$ cat config.mk
export PLATFORM = sky130hd
export DESIGN_NAME = gpr_top
export DESIGN_NICKNAME = d
export VERILOG_FILES = /design/src/gpr_pkg.sv /design/src/gpr_pin_if.sv /design/src/gpr_pin_bank.sv /design/src/gpr_top.sv
export VERILOG_INCLUDE_DIRS = /design/src /design/src/src
export SDC_FILE = /design/constraint.sdc
export NUM_CORES = 1
export LEC_CHECK = 0
export ABC_AREA = 1
export BUFFER_PORTS_ARGS = -buffer_cell sky130_fd_sc_hd__clkbuf_2
export CORE_AREA = 2 2 140 142
export CTS_BUF_LIST = sky130_fd_sc_hd__clkbuf_4
export CTS_CLUSTER_DIAMETER = 60
export DETAILED_ROUTE_END_ITERATION = 8
export DIE_AREA = 0 0 142 144
export GPL_TIMING_DRIVEN = 0
export MAX_ROUTING_LAYER = met4
export PLACE_DENSITY = 0.67
export SETUP_SLACK_MARGIN = 0.05
export SYNTH_ARGS = -nofsm -noshare
export SYNTH_HDL_FRONTEND = slang
export SYNTH_SLANG_ARGS = --single-unit
$ cat constraint.sdc
create_clock -name ref_clk -period 4.3 [get_ports ref_clk]
set_input_delay 0.43 -clock ref_clk [delete_from_list [all_inputs] [get_ports ref_clk]]
set_output_delay 0.43 -clock ref_clk [all_outputs]
set_load 0.02 [all_outputs]
$ cat src/gpr_defs.svh
// Offsets, field positions, reset values and masks of the GPIO register block.
// Assumes inclusion by bare name; definitions only.
`ifndef GPR_DEFS_SVH
`define GPR_DEFS_SVH

// Register indices; byte address is four times the index
`define GPR_IDX_P6_PIN0_CFG 8'h47
`define GPR_IDX_P6_PIN1_CFG 8'h48
`define GPR_IDX_PORT1_DATA 8'h4B
`define GPR_IDX_PORT2_DATA 8'h4C
`define GPR_IDX_PORT3_DATA 8'h4D
`define GPR_IDX_PORT4_DATA 8'h4E
`define GPR_IDX_PORT5_DATA 8'h4F
`define GPR_IDX_PORT6_DATA 8'h50

// Bus geometry
`define GPR_ADDR_W 12
`define GPR_PORT_N 6
`define GPR_PIN_N 48

// Configuration register fields
`define GPR_CFG_DIR 0
`define GPR_CFG_POL 1
`define GPR_CFG_ALT_LO 2
`define GPR_CFG_OD 7
`define GPR_CFG_MASK 8'h8F
`define GPR_CFG_RST 8'h01

// Data registers
`define GPR_DATA_RST 8'h00
`define GPR_PORT3_MAIN_BIT 3
`define GPR_PORT3_SLOT 2
// Pins that exist, port 6 in the top byte down to port 1 in the low byte
`define GPR_PIN_VALID 48'h03FF0FFFF7FF

`endif

$ cat src/gpr_pkg.sv
// Types shared by the GPIO register block.
// Assumes gpr_defs.svh is on the include path.
package gpr_pkg;

   // Alternate function select of a port-6 configuration register
   typedef enum logic [1:0] {
      ALT_GPIO = 2'b00,
      ALT_LED = 2'b01,
      ALT_IRQ = 2'b10,
      ALT_RSVD = 2'b11
   } gpr_alt_t;

   // Bus data phase state
   typedef enum logic [1:0] {
      BUS_IDLE = 2'b00,
      BUS_WRITE = 2'b01,
      BUS_READ = 2'b10
   } gpr_bus_t;

endpackage

$ cat src/gpr_pin_if.sv
// Per-pin control and pin levels between register logic and pin bank.
// Assumes one clock domain; vectors indexed 8*(port-1)+bit.
`timescale 1ns/100ps
`include "gpr_defs.svh"
interface gpr_pin_if;
   logic [`GPR_PIN_N-1:0] isInput;
   logic [`GPR_PIN_N-1:0] invert;
   logic [`GPR_PIN_N-1:0] openDrain;
   logic [`GPR_PIN_N-1:0] drvData;
   logic [`GPR_PIN_N-1:0] pinIn;
   logic [`GPR_PIN_N-1:0] pinOut;
   logic [`GPR_PIN_N-1:0] pinOe;
   logic [`GPR_PIN_N-1:0] level;

   modport bank (
      input isInput, invert, openDrain, drvData, pinIn,
      output pinOut, pinOe, level
   );

   modport ctrl (
      output isInput, invert, openDrain, drvData, pinIn,
      input pinOut, pinOe, level
   );
endinterface

$ cat src/gpr_pin_bank.sv
// Pin drivers: polarity, direction and driver type for every pin.
// Assumes pin inputs are synchronous to ref_clk.
`timescale 1ns/100ps
`include "gpr_defs.svh"
module gpr_pin_bank import gpr_pkg::*; (
   // Clock and reset
   input wire logic ref_clk,
   input wire logic reset_n,
   // Pin control
   gpr_pin_if.bank pins
);

   genvar i;
   generate
      for (i = 0; i < `GPR_PIN_N; i++) begin : g_pin
         logic lvl;
         assign lvl = pins.drvData[i] ^ pins.invert[i]; // RULE_02

         // Input level as seen by software
         assign pins.level[i] = pins.pinIn[i] ^ pins.invert[i]; // RULE_02

         always_ff @(posedge ref_clk or negedge reset_n) begin
            if (!reset_n) begin
               pins.pinOut[i] <= 1'b0;
               pins.pinOe[i] <= 1'b0;
            end else if (pins.isInput[i]) begin
               pins.pinOut[i] <= 1'b0; // RULE_01
               pins.pinOe[i] <= 1'b0; // RULE_01
            end else if (pins.openDrain[i]) begin
               pins.pinOut[i] <= 1'b0; // RULE_04
               pins.pinOe[i] <= ~lvl; // RULE_04
            end else begin
               pins.pinOut[i] <= lvl; // RULE_04
               pins.pinOe[i] <= 1'b1; // RULE_04
            end
         end
      end
   endgenerate

endmodule

$ cat src/gpr_top.sv
// GPIO register block: port-6 pin configuration and six port data registers.
// Assumes an AHB-Lite master with single word transfers, one clock ref_clk.
// What this block does
// [RULE_01] Config bit 0: one input, zero output
// [RULE_02] Config bit 1 inverts pin versus data
// [RULE_03] Pin 6.1 alt: GPIO, indicator B, irq 5
// [RULE_04] Config bit 7 open drain, else push-pull
// [RULE_05] Port 1 data bits map pins 0-7
// [RULE_06] Port 2 data, bit 3 has no pin
// [RULE_07] Port 3 data, bit 3 also main resets
// [RULE_08] Port 4 data, upper nibble reserved
// [RULE_09] Port 5 data bits map pins 0-7
// [RULE_10] Port 6 data bits 0,1 only
// [RULE_11] Pin 6.0 alt: indicator A, irq 4
// [RULE_12] Read gives input level of input pins, data register of output pins; write drives outputs
`timescale 1ns/100ps
`include "gpr_defs.svh"
module gpr_top import gpr_pkg::*; (
   // Clock and standby-power reset
   input wire logic ref_clk,
   input wire logic reset_n,
   // Main-power and hard resets, synchronous, active low
   input wire logic mainPowerResetN,
   input wire logic hardResetN,
   // AHB-Lite slave
   input wire logic hsel,
   input wire logic [`GPR_ADDR_W-1:0] haddr,
   input wire logic [1:0] htrans,
   input wire logic hwrite,
   input wire logic [2:0] hsize,
   input wire logic [31:0] hwdata,
   input wire logic hready,
   output logic hreadyout,
   output logic hresp,
   output logic [31:0] hrdata,
   // Configuration of pins outside port 6
   input wire logic [`GPR_PIN_N-1:0] extPinIsInput,
   input wire logic [`GPR_PIN_N-1:0] extPinInvert,
   input wire logic [`GPR_PIN_N-1:0] extPinOpenDrain,
   // Indicator sources and edge events
   input wire logic indicatorSrcA,
   input wire logic indicatorSrcB,
   output logic irqEdge4,
   output logic irqEdge5,
   // Port 1 pins
   input wire logic [7:0] port1PinIn,
   output logic [7:0] port1PinOut,
   output logic [7:0] port1PinOe,
   // Port 2 pins
   input wire logic [7:0] port2PinIn,
   output logic [7:0] port2PinOut,
   output logic [7:0] port2PinOe,
   // Port 3 pins
   input wire logic [7:0] port3PinIn,
   output logic [7:0] port3PinOut,
   output logic [7:0] port3PinOe,
   // Port 4 pins
   input wire logic [7:0] port4PinIn,
   output logic [7:0] port4PinOut,
   output logic [7:0] port4PinOe,
   // Port 5 pins
   input wire logic [7:0] port5PinIn,
   output logic [7:0] port5PinOut,
   output logic [7:0] port5PinOe,
   // Port 6 pins
   input wire logic [1:0] port6PinIn,
   output logic [1:0] port6PinOut,
   output logic [1:0] port6PinOe
);

   localparam logic [`GPR_PIN_N-1:0] PinValid = `GPR_PIN_VALID;

   gpr_pin_if pins ();

   // Bus capture
   gpr_bus_t busState_q;
   logic [7:0] busIdx_q;
   logic accept;
   logic [7:0] addrIdx;
   logic hreadyout_q;
   logic [31:0] hrdata_q;
   logic wrStrobe;

   // Registers
   logic [7:0] cfgReg_q [0:1];
   logic [7:0] dataReg_q [0:`GPR_PORT_N-1];
   logic [`GPR_PIN_N-1:0] dataFlat;
   logic [7:0] readByte;

   // Edge detection on interrupt pins
   logic [1:0] irqLevelPrev_q;
   logic [1:0] irqMode;
   logic irqEdge4_q;
   logic irqEdge5_q;

   assign accept = hsel & htrans[1] & hready;
   assign addrIdx = haddr[9:2];
   assign wrStrobe = (busState_q == BUS_WRITE);

   // Address phase and data phase sequencing
   always_ff @(posedge ref_clk or negedge reset_n) begin
      if (!reset_n) begin
         busState_q <= BUS_IDLE;
         busIdx_q <= 8'h00;
         hreadyout_q <= 1'b1;
      end else begin
         case (busState_q)
            BUS_IDLE, BUS_WRITE: begin
               if (accept && hwrite) begin
                  busState_q <= BUS_WRITE;
                  busIdx_q <= addrIdx;
                  hreadyout_q <= 1'b1;
               end else if (accept) begin
                  busState_q <= BUS_READ;
                  busIdx_q <= addrIdx;
                  hreadyout_q <= 1'b0;
               end else begin
                  busState_q <= BUS_IDLE;
                  hreadyout_q <= 1'b1;
               end
            end
            BUS_READ: begin
               busState_q <= BUS_IDLE;
               hreadyout_q <= 1'b1;
            end
            default: begin
               busState_q <= BUS_IDLE;
               hreadyout_q <= 1'b1;
            end
         endcase
      end
   end

   // Read data captured at the end of the wait cycle
   always_ff @(posedge ref_clk or negedge reset_n) begin
      if (!reset_n) begin
         hrdata_q <= 32'h00000000;
      end else if (busState_q == BUS_READ) begin
         hrdata_q <= {24'h000000, readByte};
      end
   end

   // Port-6 configuration registers
   genvar c;
   generate
      for (c = 0; c < 2; c++) begin : g_cfg
         always_ff @(posedge ref_clk or negedge reset_n) begin
            if (!reset_n) begin
               cfgReg_q[c] <= `GPR_CFG_RST;
            end else if (wrStrobe && busIdx_q == `GPR_IDX_P6_PIN0_CFG + 8'(c)) begin
               cfgReg_q[c] <= hwdata[7:0] & `GPR_CFG_MASK; // RULE_04
            end
         end
      end
   endgenerate

   // Port data registers; reserved bits never stored
   genvar p;
   generate
      for (p = 0; p < `GPR_PORT_N; p++) begin : g_data
         logic [7:0] mask;
         logic hit;
         assign mask = PinValid[8*p +: 8]; // RULE_05 RULE_06 RULE_08 RULE_09 RULE_10
         assign hit = wrStrobe && busIdx_q == `GPR_IDX_PORT1_DATA + 8'(p);
         always_ff @(posedge ref_clk or negedge reset_n) begin
            if (!reset_n) begin
               dataReg_q[p] <= `GPR_DATA_RST;
            end else if (hit) begin
               dataReg_q[p] <= hwdata[7:0] & mask; // RULE_12
               if (p == `GPR_PORT3_SLOT && (!mainPowerResetN || !hardResetN)) begin
                  dataReg_q[p][`GPR_PORT3_MAIN_BIT] <= 1'b0; // RULE_07
               end
            end else if (p == `GPR_PORT3_SLOT && (!mainPowerResetN || !hardResetN)) begin
               dataReg_q[p][`GPR_PORT3_MAIN_BIT] <= 1'b0; // RULE_07
            end
         end
         assign dataFlat[8*p +: 8] = dataReg_q[p];
      end
   endgenerate

   // Alternate function of the two port-6 pins
   always_comb begin
      pins.isInput = extPinIsInput | ~PinValid;
      pins.invert = extPinInvert;
      pins.openDrain = extPinOpenDrain;
      pins.drvData = dataFlat;
      irqMode = 2'b00;
      for (int k = 0; k < 2; k++) begin
         pins.invert[40+k] = cfgReg_q[k][`GPR_CFG_POL]; // RULE_02
         pins.openDrain[40+k] = cfgReg_q[k][`GPR_CFG_OD]; // RULE_04
         case (gpr_alt_t'(cfgReg_q[k][`GPR_CFG_ALT_LO +: 2]))
            ALT_GPIO: begin
               pins.isInput[40+k] = cfgReg_q[k][`GPR_CFG_DIR]; // RULE_01
            end
            ALT_LED: begin
               pins.isInput[40+k] = 1'b0; // RULE_03 RULE_11
               pins.drvData[40+k] = (k == 0) ? indicatorSrcA : indicatorSrcB; // RULE_03 RULE_11
            end
            ALT_IRQ: begin
               pins.isInput[40+k] = 1'b1; // RULE_03 RULE_11
               irqMode[k] = 1'b1; // RULE_03 RULE_11
            end
            default: begin
               pins.isInput[40+k] = 1'b1;
            end
         endcase
      end
   end

   assign pins.pinIn = {6'h00, port6PinIn, port5PinIn, port4PinIn,
                        port3PinIn, port2PinIn, port1PinIn};

   gpr_pin_bank u_bank (
      .ref_clk(ref_clk),
      .reset_n(reset_n),
      .pins(pins)
   );

   // Read multiplexer
   always_comb begin
      readByte = 8'h00;
      if (busIdx_q == `GPR_IDX_P6_PIN0_CFG) begin
         readByte = cfgReg_q[0];
      end else if (busIdx_q == `GPR_IDX_P6_PIN1_CFG) begin
         readByte = cfgReg_q[1];
      end else begin
         for (int q = 0; q < `GPR_PORT_N; q++) begin
            if (busIdx_q == `GPR_IDX_PORT1_DATA + 8'(q)) begin
               for (int b = 0; b < 8; b++) begin
                  readByte[b] = PinValid[8*q+b] &
                     (pins.isInput[8*q+b] ? pins.level[8*q+b] : dataReg_q[q][b]); // RULE_12
               end
            end
         end
      end
   end

   // Either-edge event pulses for the two interrupt inputs
   always_ff @(posedge ref_clk or negedge reset_n) begin
      if (!reset_n) begin
         irqLevelPrev_q <= 2'b00;
         irqEdge4_q <= 1'b0;
         irqEdge5_q <= 1'b0;
      end else begin
         irqLevelPrev_q <= pins.level[41:40];
         irqEdge4_q <= irqMode[0] & (pins.level[40] ^ irqLevelPrev_q[0]); // RULE_11
         irqEdge5_q <= irqMode[1] & (pins.level[41] ^ irqLevelPrev_q[1]); // RULE_03
      end
   end

   // Outputs
   assign hreadyout = hreadyout_q;
   assign hresp = 1'b0;
   assign hrdata = hrdata_q;
   assign irqEdge4 = irqEdge4_q;
   assign irqEdge5 = irqEdge5_q;
   assign port1PinOut = pins.pinOut[7:0];
   assign port1PinOe = pins.pinOe[7:0];
   assign port2PinOut = pins.pinOut[15:8];
   assign port2PinOe = pins.pinOe[15:8];
   assign port3PinOut = pins.pinOut[23:16];
   assign port3PinOe = pins.pinOe[23:16];
   assign port4PinOut = pins.pinOut[31:24];
   assign port4PinOe = pins.pinOe[31:24];
   assign port5PinOut = pins.pinOut[39:32];
   assign port5PinOe = pins.pinOe[39:32];
   assign port6PinOut = pins.pinOut[41:40];
   assign port6PinOe = pins.pinOe[41:40];

   logic unusedBits;
   assign unusedBits = ^{hsize, haddr[`GPR_ADDR_W-1:10], haddr[1:0], hwdata[31:8],
                         pins.pinOut[47:42], pins.pinOe[47:42]};

endmodule

-- Word level (Yosys, flattened, before mapping)
Cells that the tools add are included.
- equality and inequality tests: 14
- bitwise gates (word level): 117
- muxes and demuxes: 210
- reduce and logical (&&, ||, !) cells: 19
- operator list (kind ; count):
    $mux W1 ; 195
    $mux W8 ; 10
    $xor A1 B1 Y1 ; 76
    $eq A8 B7 Y1 const B ; 8
    $not A1 Y1 ; 37
    $logic_and A1 B1 Y1 ; 9
    $eq A2 B1 Y1 const B ; 3
    $eq A2 B2 Y1 const B ; 3
    $logic_not A2 Y1 ; 3
    $mux W2 ; 3
    $and A1 B1 Y1 ; 4
    $pmux W1 S2 ; 2
    $reduce_bool A2 Y1 ; 2
    $logic_not A1 Y1 ; 2
    $reduce_and A2 Y1 ; 1
    $reduce_or A2 Y1 ; 1
    $logic_or A1 B1 Y1 ; 1
- logic and storage cells: 450
- output and inout port bits: 120
- register bits: 144
- input bits: 244

-- Longest topological paths before layout
Gate-level depths: netlist of run 1.
- depth in word-level cells: 10
- depth in mapped cells: 13
- depth with buffers taken out: 13

-- By module
Synthesis of run 1 repeated with hierarchy kept, for this count alone.
- cells, all modules: 1052
- area total of the unflattened synthesis: 8708.4 um^2
- modules (own cells, without submodules) (module ; sequential area each (um^2) ; times used ; area an instance (um^2) ; cells an instance):
    gpr_pin_bank ; 2402.3 ; 1 ; 4864.7 ; 576
    gpr_top ; 1755.4 ; 1 ; 3843.7 ; 476

-- Worst setup path before layout of run 1
Ideal clock, no wire load.
- path type: register to register
- from: reg busIdx_q[7]
- to: reg dataReg_q, in the netlist dataFlat[22]
- buffers on the path: 1
- path slack: 2.889 ns
- clock period less this slack: 1.411 ns
- arrival time: 1.289 ns
- stages on the path, launching flop included: 10
- setup time: 0.122 ns
- required time: 4.178 ns
- cell sequence: dfrtp_1 > nor2_2 > nand2_2 > inv_2 > nand2_2 > inv_2 > nand2_2 > buf_2 > nand2_1 > o21ai_1
- word-level cells in the longest chain between the ends: 2
- RTL lines (what ; line ; source):
    from (decl) ; gpr_top.sv:77 ; logic [7:0] busIdx_q;
    from (signal assigned) ; gpr_top.sv:111 ; busIdx_q <= addrIdx;
    from (signal assigned) ; gpr_top.sv:115 ; busIdx_q <= addrIdx;
    $eq A8 B7 Y1 ; gpr_top.sv:164 ; assign hit = wrStrobe && busIdx_q == `GPR_IDX_PORT1_DATA + 8'(p);
    $logic_and A1 B1 Y1 ; gpr_top.sv:164 ;
    to (signal, indexed assignment) ; gpr_top.sv:167 ; dataReg_q[p] <= `GPR_DATA_RST;
    to (signal, indexed assignment) ; gpr_top.sv:169 ; dataReg_q[p] <= hwdata[7:0] & mask;
    to (decl) ; gpr_top.sv:86 ; logic [7:0] dataReg_q [0:`GPR_PORT_N-1];
Every way passes these cells.
A chain may end at the register's enable or synchronous reset.

-- Final worst setup path of run 1
- from: reg busIdx_q[7]
- to: reg dataReg_q, in the netlist dataFlat[20]
The elaborated chain is that of the path after synthesis.

==> run_results.csv, run 1 <==
group,metric,value,unit
timing,timing.final.setup_violations,0,
floorplanning,dieWidth,142,µm
hold_path,worstHoldPathType,"in2reg",
floorplanning,placement_rows,51,
global_route,grt_start_max_net_pins,87,
timing,final_max_slew_viol_count,0,
cts,cts_buffer_count,17,
global_route,grt_antenna_before_repair,1,
global_route,grt_first_pass_wirelength,30600,µm
layout,postLayoutCoreUtil,48.7,%
worst_setup_path,critPathLaunch,"busIdx_q[7]",
synth,post_synth.cell_area_avg,8.62,µm²
run_status,run_status,"completed",
layout,finish.net_count,1389,
timing,max_clock_freq,0.545,GHz
run,max_cap_violations,0,
synth,ys_seq_area_share,52.4,%
synth,synthesis.yosys.warnings,0,
timing,timing.slew.headroom,56.4,%
global_route,vias_in_the_first_global_route,6100,
power,p_per_area,322,nW/µm²
route,drtPass1Iterations,5,
cts,cts.path.max_buffers,2,
layout,post_route_cells_drive_above_1_share,30.4,%
cts,clkTransAtPathRegs,0.12,ns
floorplanning,die_height,144,µm
synth,number_of_register_bits_inferred_by_synthesis,144,
worst_setup_path,worstPathRequired,4.75,ns
synth,post_synth_edffs,0,
synth,postSynthCellCount,799,
route,dr.first_iter.drc_count,303,
cts,ctsRootBufferMaster,"sky130_fd_sc_hd__clkbuf_4",
floorplanning,initial_utilization,36.1,%
route,postRouteAntennaNets,0,
power,ir_worst_vdd,0.000122,V
timing,finalWorstPathRequiredPeriod,1.83,ns
timing,finalCritPeriodShare,42.7,%
layout,most-common-layout-cells,"sky130_fd_sc_hd__clkbuf_2 (251), sky130_fd_sc_hd__nand2_1 (188), sky130_fd_sc_hd__dfrtp_1 (141)",
worst_setup_path,critPathCaptureType,"register",
cts,numClockSinks,144,
timing,rsz_0062_raised_after_global_routing,"no",
synth,yosys.cell_types.count,29,
place,post_dp_hpwl,15500,µm
place,port-buffer-count,252,
route,routed_wl,20000,µm
synth,prevailing_post_synth_register_cell,"sky130_fd_sc_hd__dfrtp_1",
timing,finalSetupTns,0,ns
global_route,global_route.overflow_total,0,
worst_setup_path,worst_path_arrival_time,2.28,ns
route,detailroute.via_count,6314,
timing,timing_worst_slew_pin_value,0.654,ns
worst_setup_path,crit_path_max_fanout,10,
power,power.leakage,5.24,nW
synth,asyncSetResetFlopFracSynth,100,%
floorplanning,die_area,20400,µm²
timing,timing.final.hold_violations,0,
cts,cts_tree,"done",
route,vias_per_cell,4.52,
synth,post_synth_instance_area,6890,µm²
layout,flow.area_growth_from_synthesis,35.0,%
route,drt_drc_violations_left,0,
layout,layout_commonest_cell,"sky130_fd_sc_hd__clkbuf_2",
route,route.detailed.wl_per_inst,14.3,µm
cts,worstSkewPairLatency,0.56,ns
cts,post_cts_resized,0,
layout,n_fill_cell,1860,
cts,htree_levels,4,
worst_setup_path,crit_reg_reg_startpoint,"busIdx_q[7]",
timing,timing.clock.skew,0.0206,ns
place,gp_congestion,0.865,
hold_path,hold_path_startpoint,"extPinOpenDrain[18]",
floorplanning,io_pins,364,
floorplanning,placeableCoreArea,19100,µm²
worst_setup_path,worstSetupPathType,"reg2reg",
worst_setup_path,startpoint_type,"register",
global_route,grt_util_all_layers,20.3,%
## sequential cells by signal, indices dropped and copies added, names as in the netlist
name and cells:
irqEdge5 1, hreadyout 1, busState_q 2, busIdx_q 8, u_bank.pins.pinOe 37, hrdata 8, irqEdge4 1, cfgReg_q 10
u_bank.pins.pinOut 37, dataFlat 37, irqLevelPrev_q 2
## synthesized netlist by cell type (4+ instances only)
master                     number  area share (%)
sky130_fd_sc_hd__o211ai_1       6            0.65
sky130_fd_sc_hd__a21oi_1       33             2.4
sky130_fd_sc_hd__inv_2          7            0.38
sky130_fd_sc_hd__nand2_1      188              10
sky130_fd_sc_hd__o21ai_0       72             5.2
sky130_fd_sc_hd__nand4_1        6            0.54
sky130_fd_sc_hd__o22ai_1        4            0.36
sky130_fd_sc_hd__xor2_1         9             1.1
sky130_fd_sc_hd__dfrtp_1      141              51
sky130_fd_sc_hd__buf_2          5            0.36
sky130_fd_sc_hd__nor3_1        37             2.7
sky130_fd_sc_hd__nor2_1        43             2.3
sky130_fd_sc_hd__inv_1         89             4.8
sky130_fd_sc_hd__nand3_1       13            0.94
sky130_fd_sc_hd__mux2_2         4            0.65
sky130_fd_sc_hd__nand2_2        8            0.73
sky130_fd_sc_hd__buf_4         36             3.9
sky130_fd_sc_hd__o21ai_1       28             2.0
sky130_fd_sc_hd__xnor2_1       50             6.4
## repair_timing
action,CTS,global route
buffers inserted,0,0
setup endpoints to repair,0,0
hold endpoints to repair,94,1
hold buffers,39,1
## cells by family after synthesis
| group | Yosys count | synth area share, % |
|---|---|---|
| compound gates | 149 | 11.3 |
| xor+xnor | 59 | 7.50 |
| buf+inv | 138 | 9.57 |
| flops | 144 | 52.4 |
| mux | 4 | 0.654 |
| other cells | 1 | 0.0544 |
| simple gates | 304 | 18.6 |
## stage by stage
| step | hold slack (ns) | power (W) | instances | worst slack [ns] | area, µm² |
|---|---|---|---|---|---|
| 6_report | 0.0441 | 0.00299 | 1397 | 2.47 | 9300 |
| 2_1_floorplan | 0.134 | 0.00184 | 833 | 2.89 | 7020 |
| 3_3_place_gp | 0.445 | 0.00207 | 1323 | 0.324 | 8580 |
| 5_1_grt | 0.000856 | 0.00315 | 1397 | 2.27 | 9300 |
| 4_1_cts | 0.00196 | 0.00302 | 1395 | 2.41 | 9290 |
| 3_5_place_dp | 0.432 | 0.00209 | 1324 | 2.43 | 8610 |
## power by group
part           internal, W  switching, W  total, W
clock             0.000397      0.000506  0.000903
sequential         0.00144     0.0000539   0.00150
combinational     0.000244      0.000350  0.000594
total              0.00208      0.000910   0.00299
## worst paths after layout
check / to / slack (ns) / depth (start not counted)
worst min register to register: irqEdge5 / 0.47 / 1
max in group asynchronous: cfgReg_q[8] / 3.08 / 3
worst max register to register: dataFlat[20] / 2.47 / 9
worst min-delay path: u_bank.pins.pinOut[18] / 0.04 / 2
min in group asynchronous: u_bank.pins.pinOe[0] / 0.39 / 2
worst max-delay path: dataFlat[20] / 2.47 / 9
## worst max-delay path: stages (launching register included)
cell and delay, ns:
sky130_fd_sc_hd__dfrtp_1 0.40, sky130_fd_sc_hd__nor2_2 0.15, sky130_fd_sc_hd__nand2_2 0.15, sky130_fd_sc_hd__inv_2 0.14
sky130_fd_sc_hd__nand2_2 0.21, sky130_fd_sc_hd__inv_2 0.15, sky130_fd_sc_hd__nand2_2 0.13, sky130_fd_sc_hd__buf_2 0.26
sky130_fd_sc_hd__nand2_1 0.07, sky130_fd_sc_hd__o21ai_1 0.06
## area by class of cell
class,instances,area [µm²],share of cell area [%]
antenna,1,2.50,0.0269
buffer,42,299,3.22
clock buffer,18,135,1.45
clock inverter,14,148,1.59
inverter,96,360,3.88
multi-input combinational,551,2750,29.6
sequential,144,3610,38.8
tap,238,298,3.20
timing repair buffer,293,1700,18.3
## metal layers
layer  vias to the layer above  GRT usage, %  wire length [µm]
met4                         0          5.89               390
met2                       201          35.5             10100
met3                        31          4.34               918
met5                         -             -                 0
li1                       3186             -                 -
met1                      2896          23.7              8520
Power figures use the tool's default switching activity.
==> inputs of run 2 (changes only) <==
- clock period: 4.3 -> 1.9 ns (I/O delays scaled with it)
==> run_results.csv, run 2 (same netlist as run 1, synthesis figures left out) <==
group,metric,value,unit
floorplanning,initial_utilization,36.1,%
power,total_power,0.00702,W
layout,n_fill_cell,1688,
layout,flow.area_growth_from_synthesis,53.1,%
worst_setup_path,startpoint_type,"register",
cts,cts.path.max_buffers,2,
layout,layout_commonest_cell,"sky130_fd_sc_hd__clkbuf_2",
worst_setup_path,worst_path_arrival_time,2.17,ns
cts,clkTransAtPathRegs,0.13,ns
route,routed_wl,22000,µm
worst_setup_path,worstPathRequired,2.34,ns
worst_setup_path,cp_slowest_cell,"sky130_fd_sc_hd__dfrtp_1",
route,vias_per_cell,4.55,
cts,htree_levels,4,
run_status,run_status,"completed",
route,dr.first_iter.drc_count,359,
run,max_cap_violations,0,
timing,finalWorstPathRequiredPeriod,1.73,ns
place,dp_worst_setup_slack,0.0263,ns
timing,timing.slew.headroom,59.4,%
global_route,grt_start_max_net_pins,87,
floorplanning,dieWidth,142,µm
worst_setup_path,worst_path_largest_cell_delay,0.46,ns
place,gp_congestion,0.865,
route,detailroute.via_count,6919,
route,route.detailed.wl_per_inst,14.5,µm
cts,ctsRootBufferMaster,"sky130_fd_sc_hd__clkbuf_4",
floorplanning,die_height,144,µm
floorplanning,die_area,20400,µm²
cts,cts_buffer_count,17,
timing,final_max_slew_viol_count,0,
timing,final.setup.worst_slack,0.171,ns
worst_setup_path,delay_heaviest_family_cp,"simple AND/OR/NAND/NOR gates",
worst_setup_path,crit_top_cell,"sky130_fd_sc_hd__nand2_1",
place,port-buffer-count,252,
power,ir_worst_vdd,0.000281,V
timing,finalCritPeriodShare,91.0,%
place,post_dp_hpwl,15500,µm
global_route,global_route.overflow_total,0,
route,drtPass1Iterations,5,
timing,timing_worst_slew_pin_value,0.607,ns
global_route,grt_first_pass_wirelength,34100,µm
layout,finish.net_count,1511,
layout,multi_input_gate_area_in_the_final_layout,2770,µm²
cts,worstSkewPairLatency,0.57,ns
timing,finalSetupTns,0,ns
timing,timing.final.setup_violations,0,
timing,rsz_0062_raised_after_global_routing,"yes",
global_route,grt_util_all_layers,22.5,%
global_route,vias_in_the_first_global_route,6992,
worst_setup_path,critPathCaptureType,"register",
worst_setup_path,worstSetupPathType,"reg2reg",
worst_setup_path,crit_path_max_fanout,10,
route,postRouteAntennaNets,0,
layout,sequential_cell_area,3610,µm²
power,power.leakage,5.85,nW
layout,most-common-layout-cells,"sky130_fd_sc_hd__clkbuf_2 (251), sky130_fd_sc_hd__nand2_1 (188), sky130_fd_sc_hd__dlygate4sd3_1 (158)",
worst_setup_path,timing.critical_path.cells,"nor2_2, nand2_1, nor2_4, nand2_2, buf_2, nand2_1, o21ai_1",
global_route,grt_antenna_before_repair,1,
floorplanning,io_pins,364,
hold_path,worstHoldPathType,"in2reg",
floorplanning,placeableCoreArea,19100,µm²
layout,post_route_cells_drive_above_1_share,28.0,%
worst_setup_path,cp.buffers_inverters,1,
route,drt_drc_violations_left,0,
timing,timing.clock.skew,0.0275,ns
cts,cts_tree,"done",
timing,timing.final.hold_violations,0,
floorplanning,placement_rows,51,
timing,max_clock_freq,0.578,GHz
power,p_per_area,665,nW/µm²
timing,worst_hold_slack,0.0515,ns
cts,numClockSinks,144,
==> run 2: cell count changes in the layout (fill, tap and decap cells not counted), sizes merged <==
cell         delta
dlygate4sd3   +118
buf             +4
==> run 2: worst reg2reg max path: stages, from the launching register on <==
cell                      delay (ns)
sky130_fd_sc_hd__dfrtp_1        0.46
sky130_fd_sc_hd__nor2_2         0.18
sky130_fd_sc_hd__nand2_1        0.10
sky130_fd_sc_hd__nor2_4         0.29
sky130_fd_sc_hd__nand2_2        0.20
sky130_fd_sc_hd__buf_2          0.26
sky130_fd_sc_hd__nand2_1        0.08
sky130_fd_sc_hd__o21ai_1        0.06
==> run 2: layer usage <==
| metal | vias to the layer above | routed length, µm | track usage [%] |
|---|---|---|---|
| met1 | 3188 | 8860 | 25.1 |
| met2 | 238 | 11300 | 39.3 |
| li1 | 3435 | - | - |
| met4 | 0 | 752 | 9.21 |
| met5 | - | 0 | - |
| met3 | 58 | 1140 | 4.70 |
==> run 2: final timing paths <==
path,cells past startpoint,from,end,slack (ns)
max,7,busIdx_q[2],dataFlat[6],0.17
min,3,hwdata[7],cfgReg_q[15],0.05
max reg2reg,7,busIdx_q[2],dataFlat[6],0.17
min reg2reg,1,irqLevelPrev_q[1],irqEdge5,0.47
max in group asynchronous,3,reset_n,cfgReg_q[8],0.93
min in group asynchronous,2,reset_n,u_bank.pins.pinOut[17],0.15
==> run 2: metrics by stage <==
step	util, %	area [µm²]	std cells
finish	55.3	10600	1519
global route	55.3	10600	1519
CTS	54.9	10500	1514
detailed placement	45.1	8610	1324
global placement	45.0	8580	1323
floorplan	-	7020	833
==> run 2: layout make-up <==
cell class / count / share of cell area (%)
Antenna cell: 1 / 0.0237
Buffer: 42 / 2.86
Clock buffer: 18 / 1.28
Clock inverter: 14 / 1.40
Inverter: 96 / 3.44
Multi-Input combinational cell: 551 / 26.3
Sequential cell: 144 / 34.2
Tap cell: 238 / 2.82
Timing Repair Buffer: 415 / 27.7
==> run 2: timing repair <==
action                                  in CTS  in global routing
endpoints found under the setup margin       3                 27
resized for setup                            1                  9
pin swaps                                    0                  2
hold buffers                               158                  0
hold endpoints to repair                   155                  0
buffers inserted                             0                  4
==> run 2: where the power goes <==
group	total, W	switching, W	internal [W]
clock	0.00205	0.00115	0.000898
combinational	0.00158	0.000851	0.000726
sequential	0.00339	0.000128	0.00326
total	0.00702	0.00213	0.00489
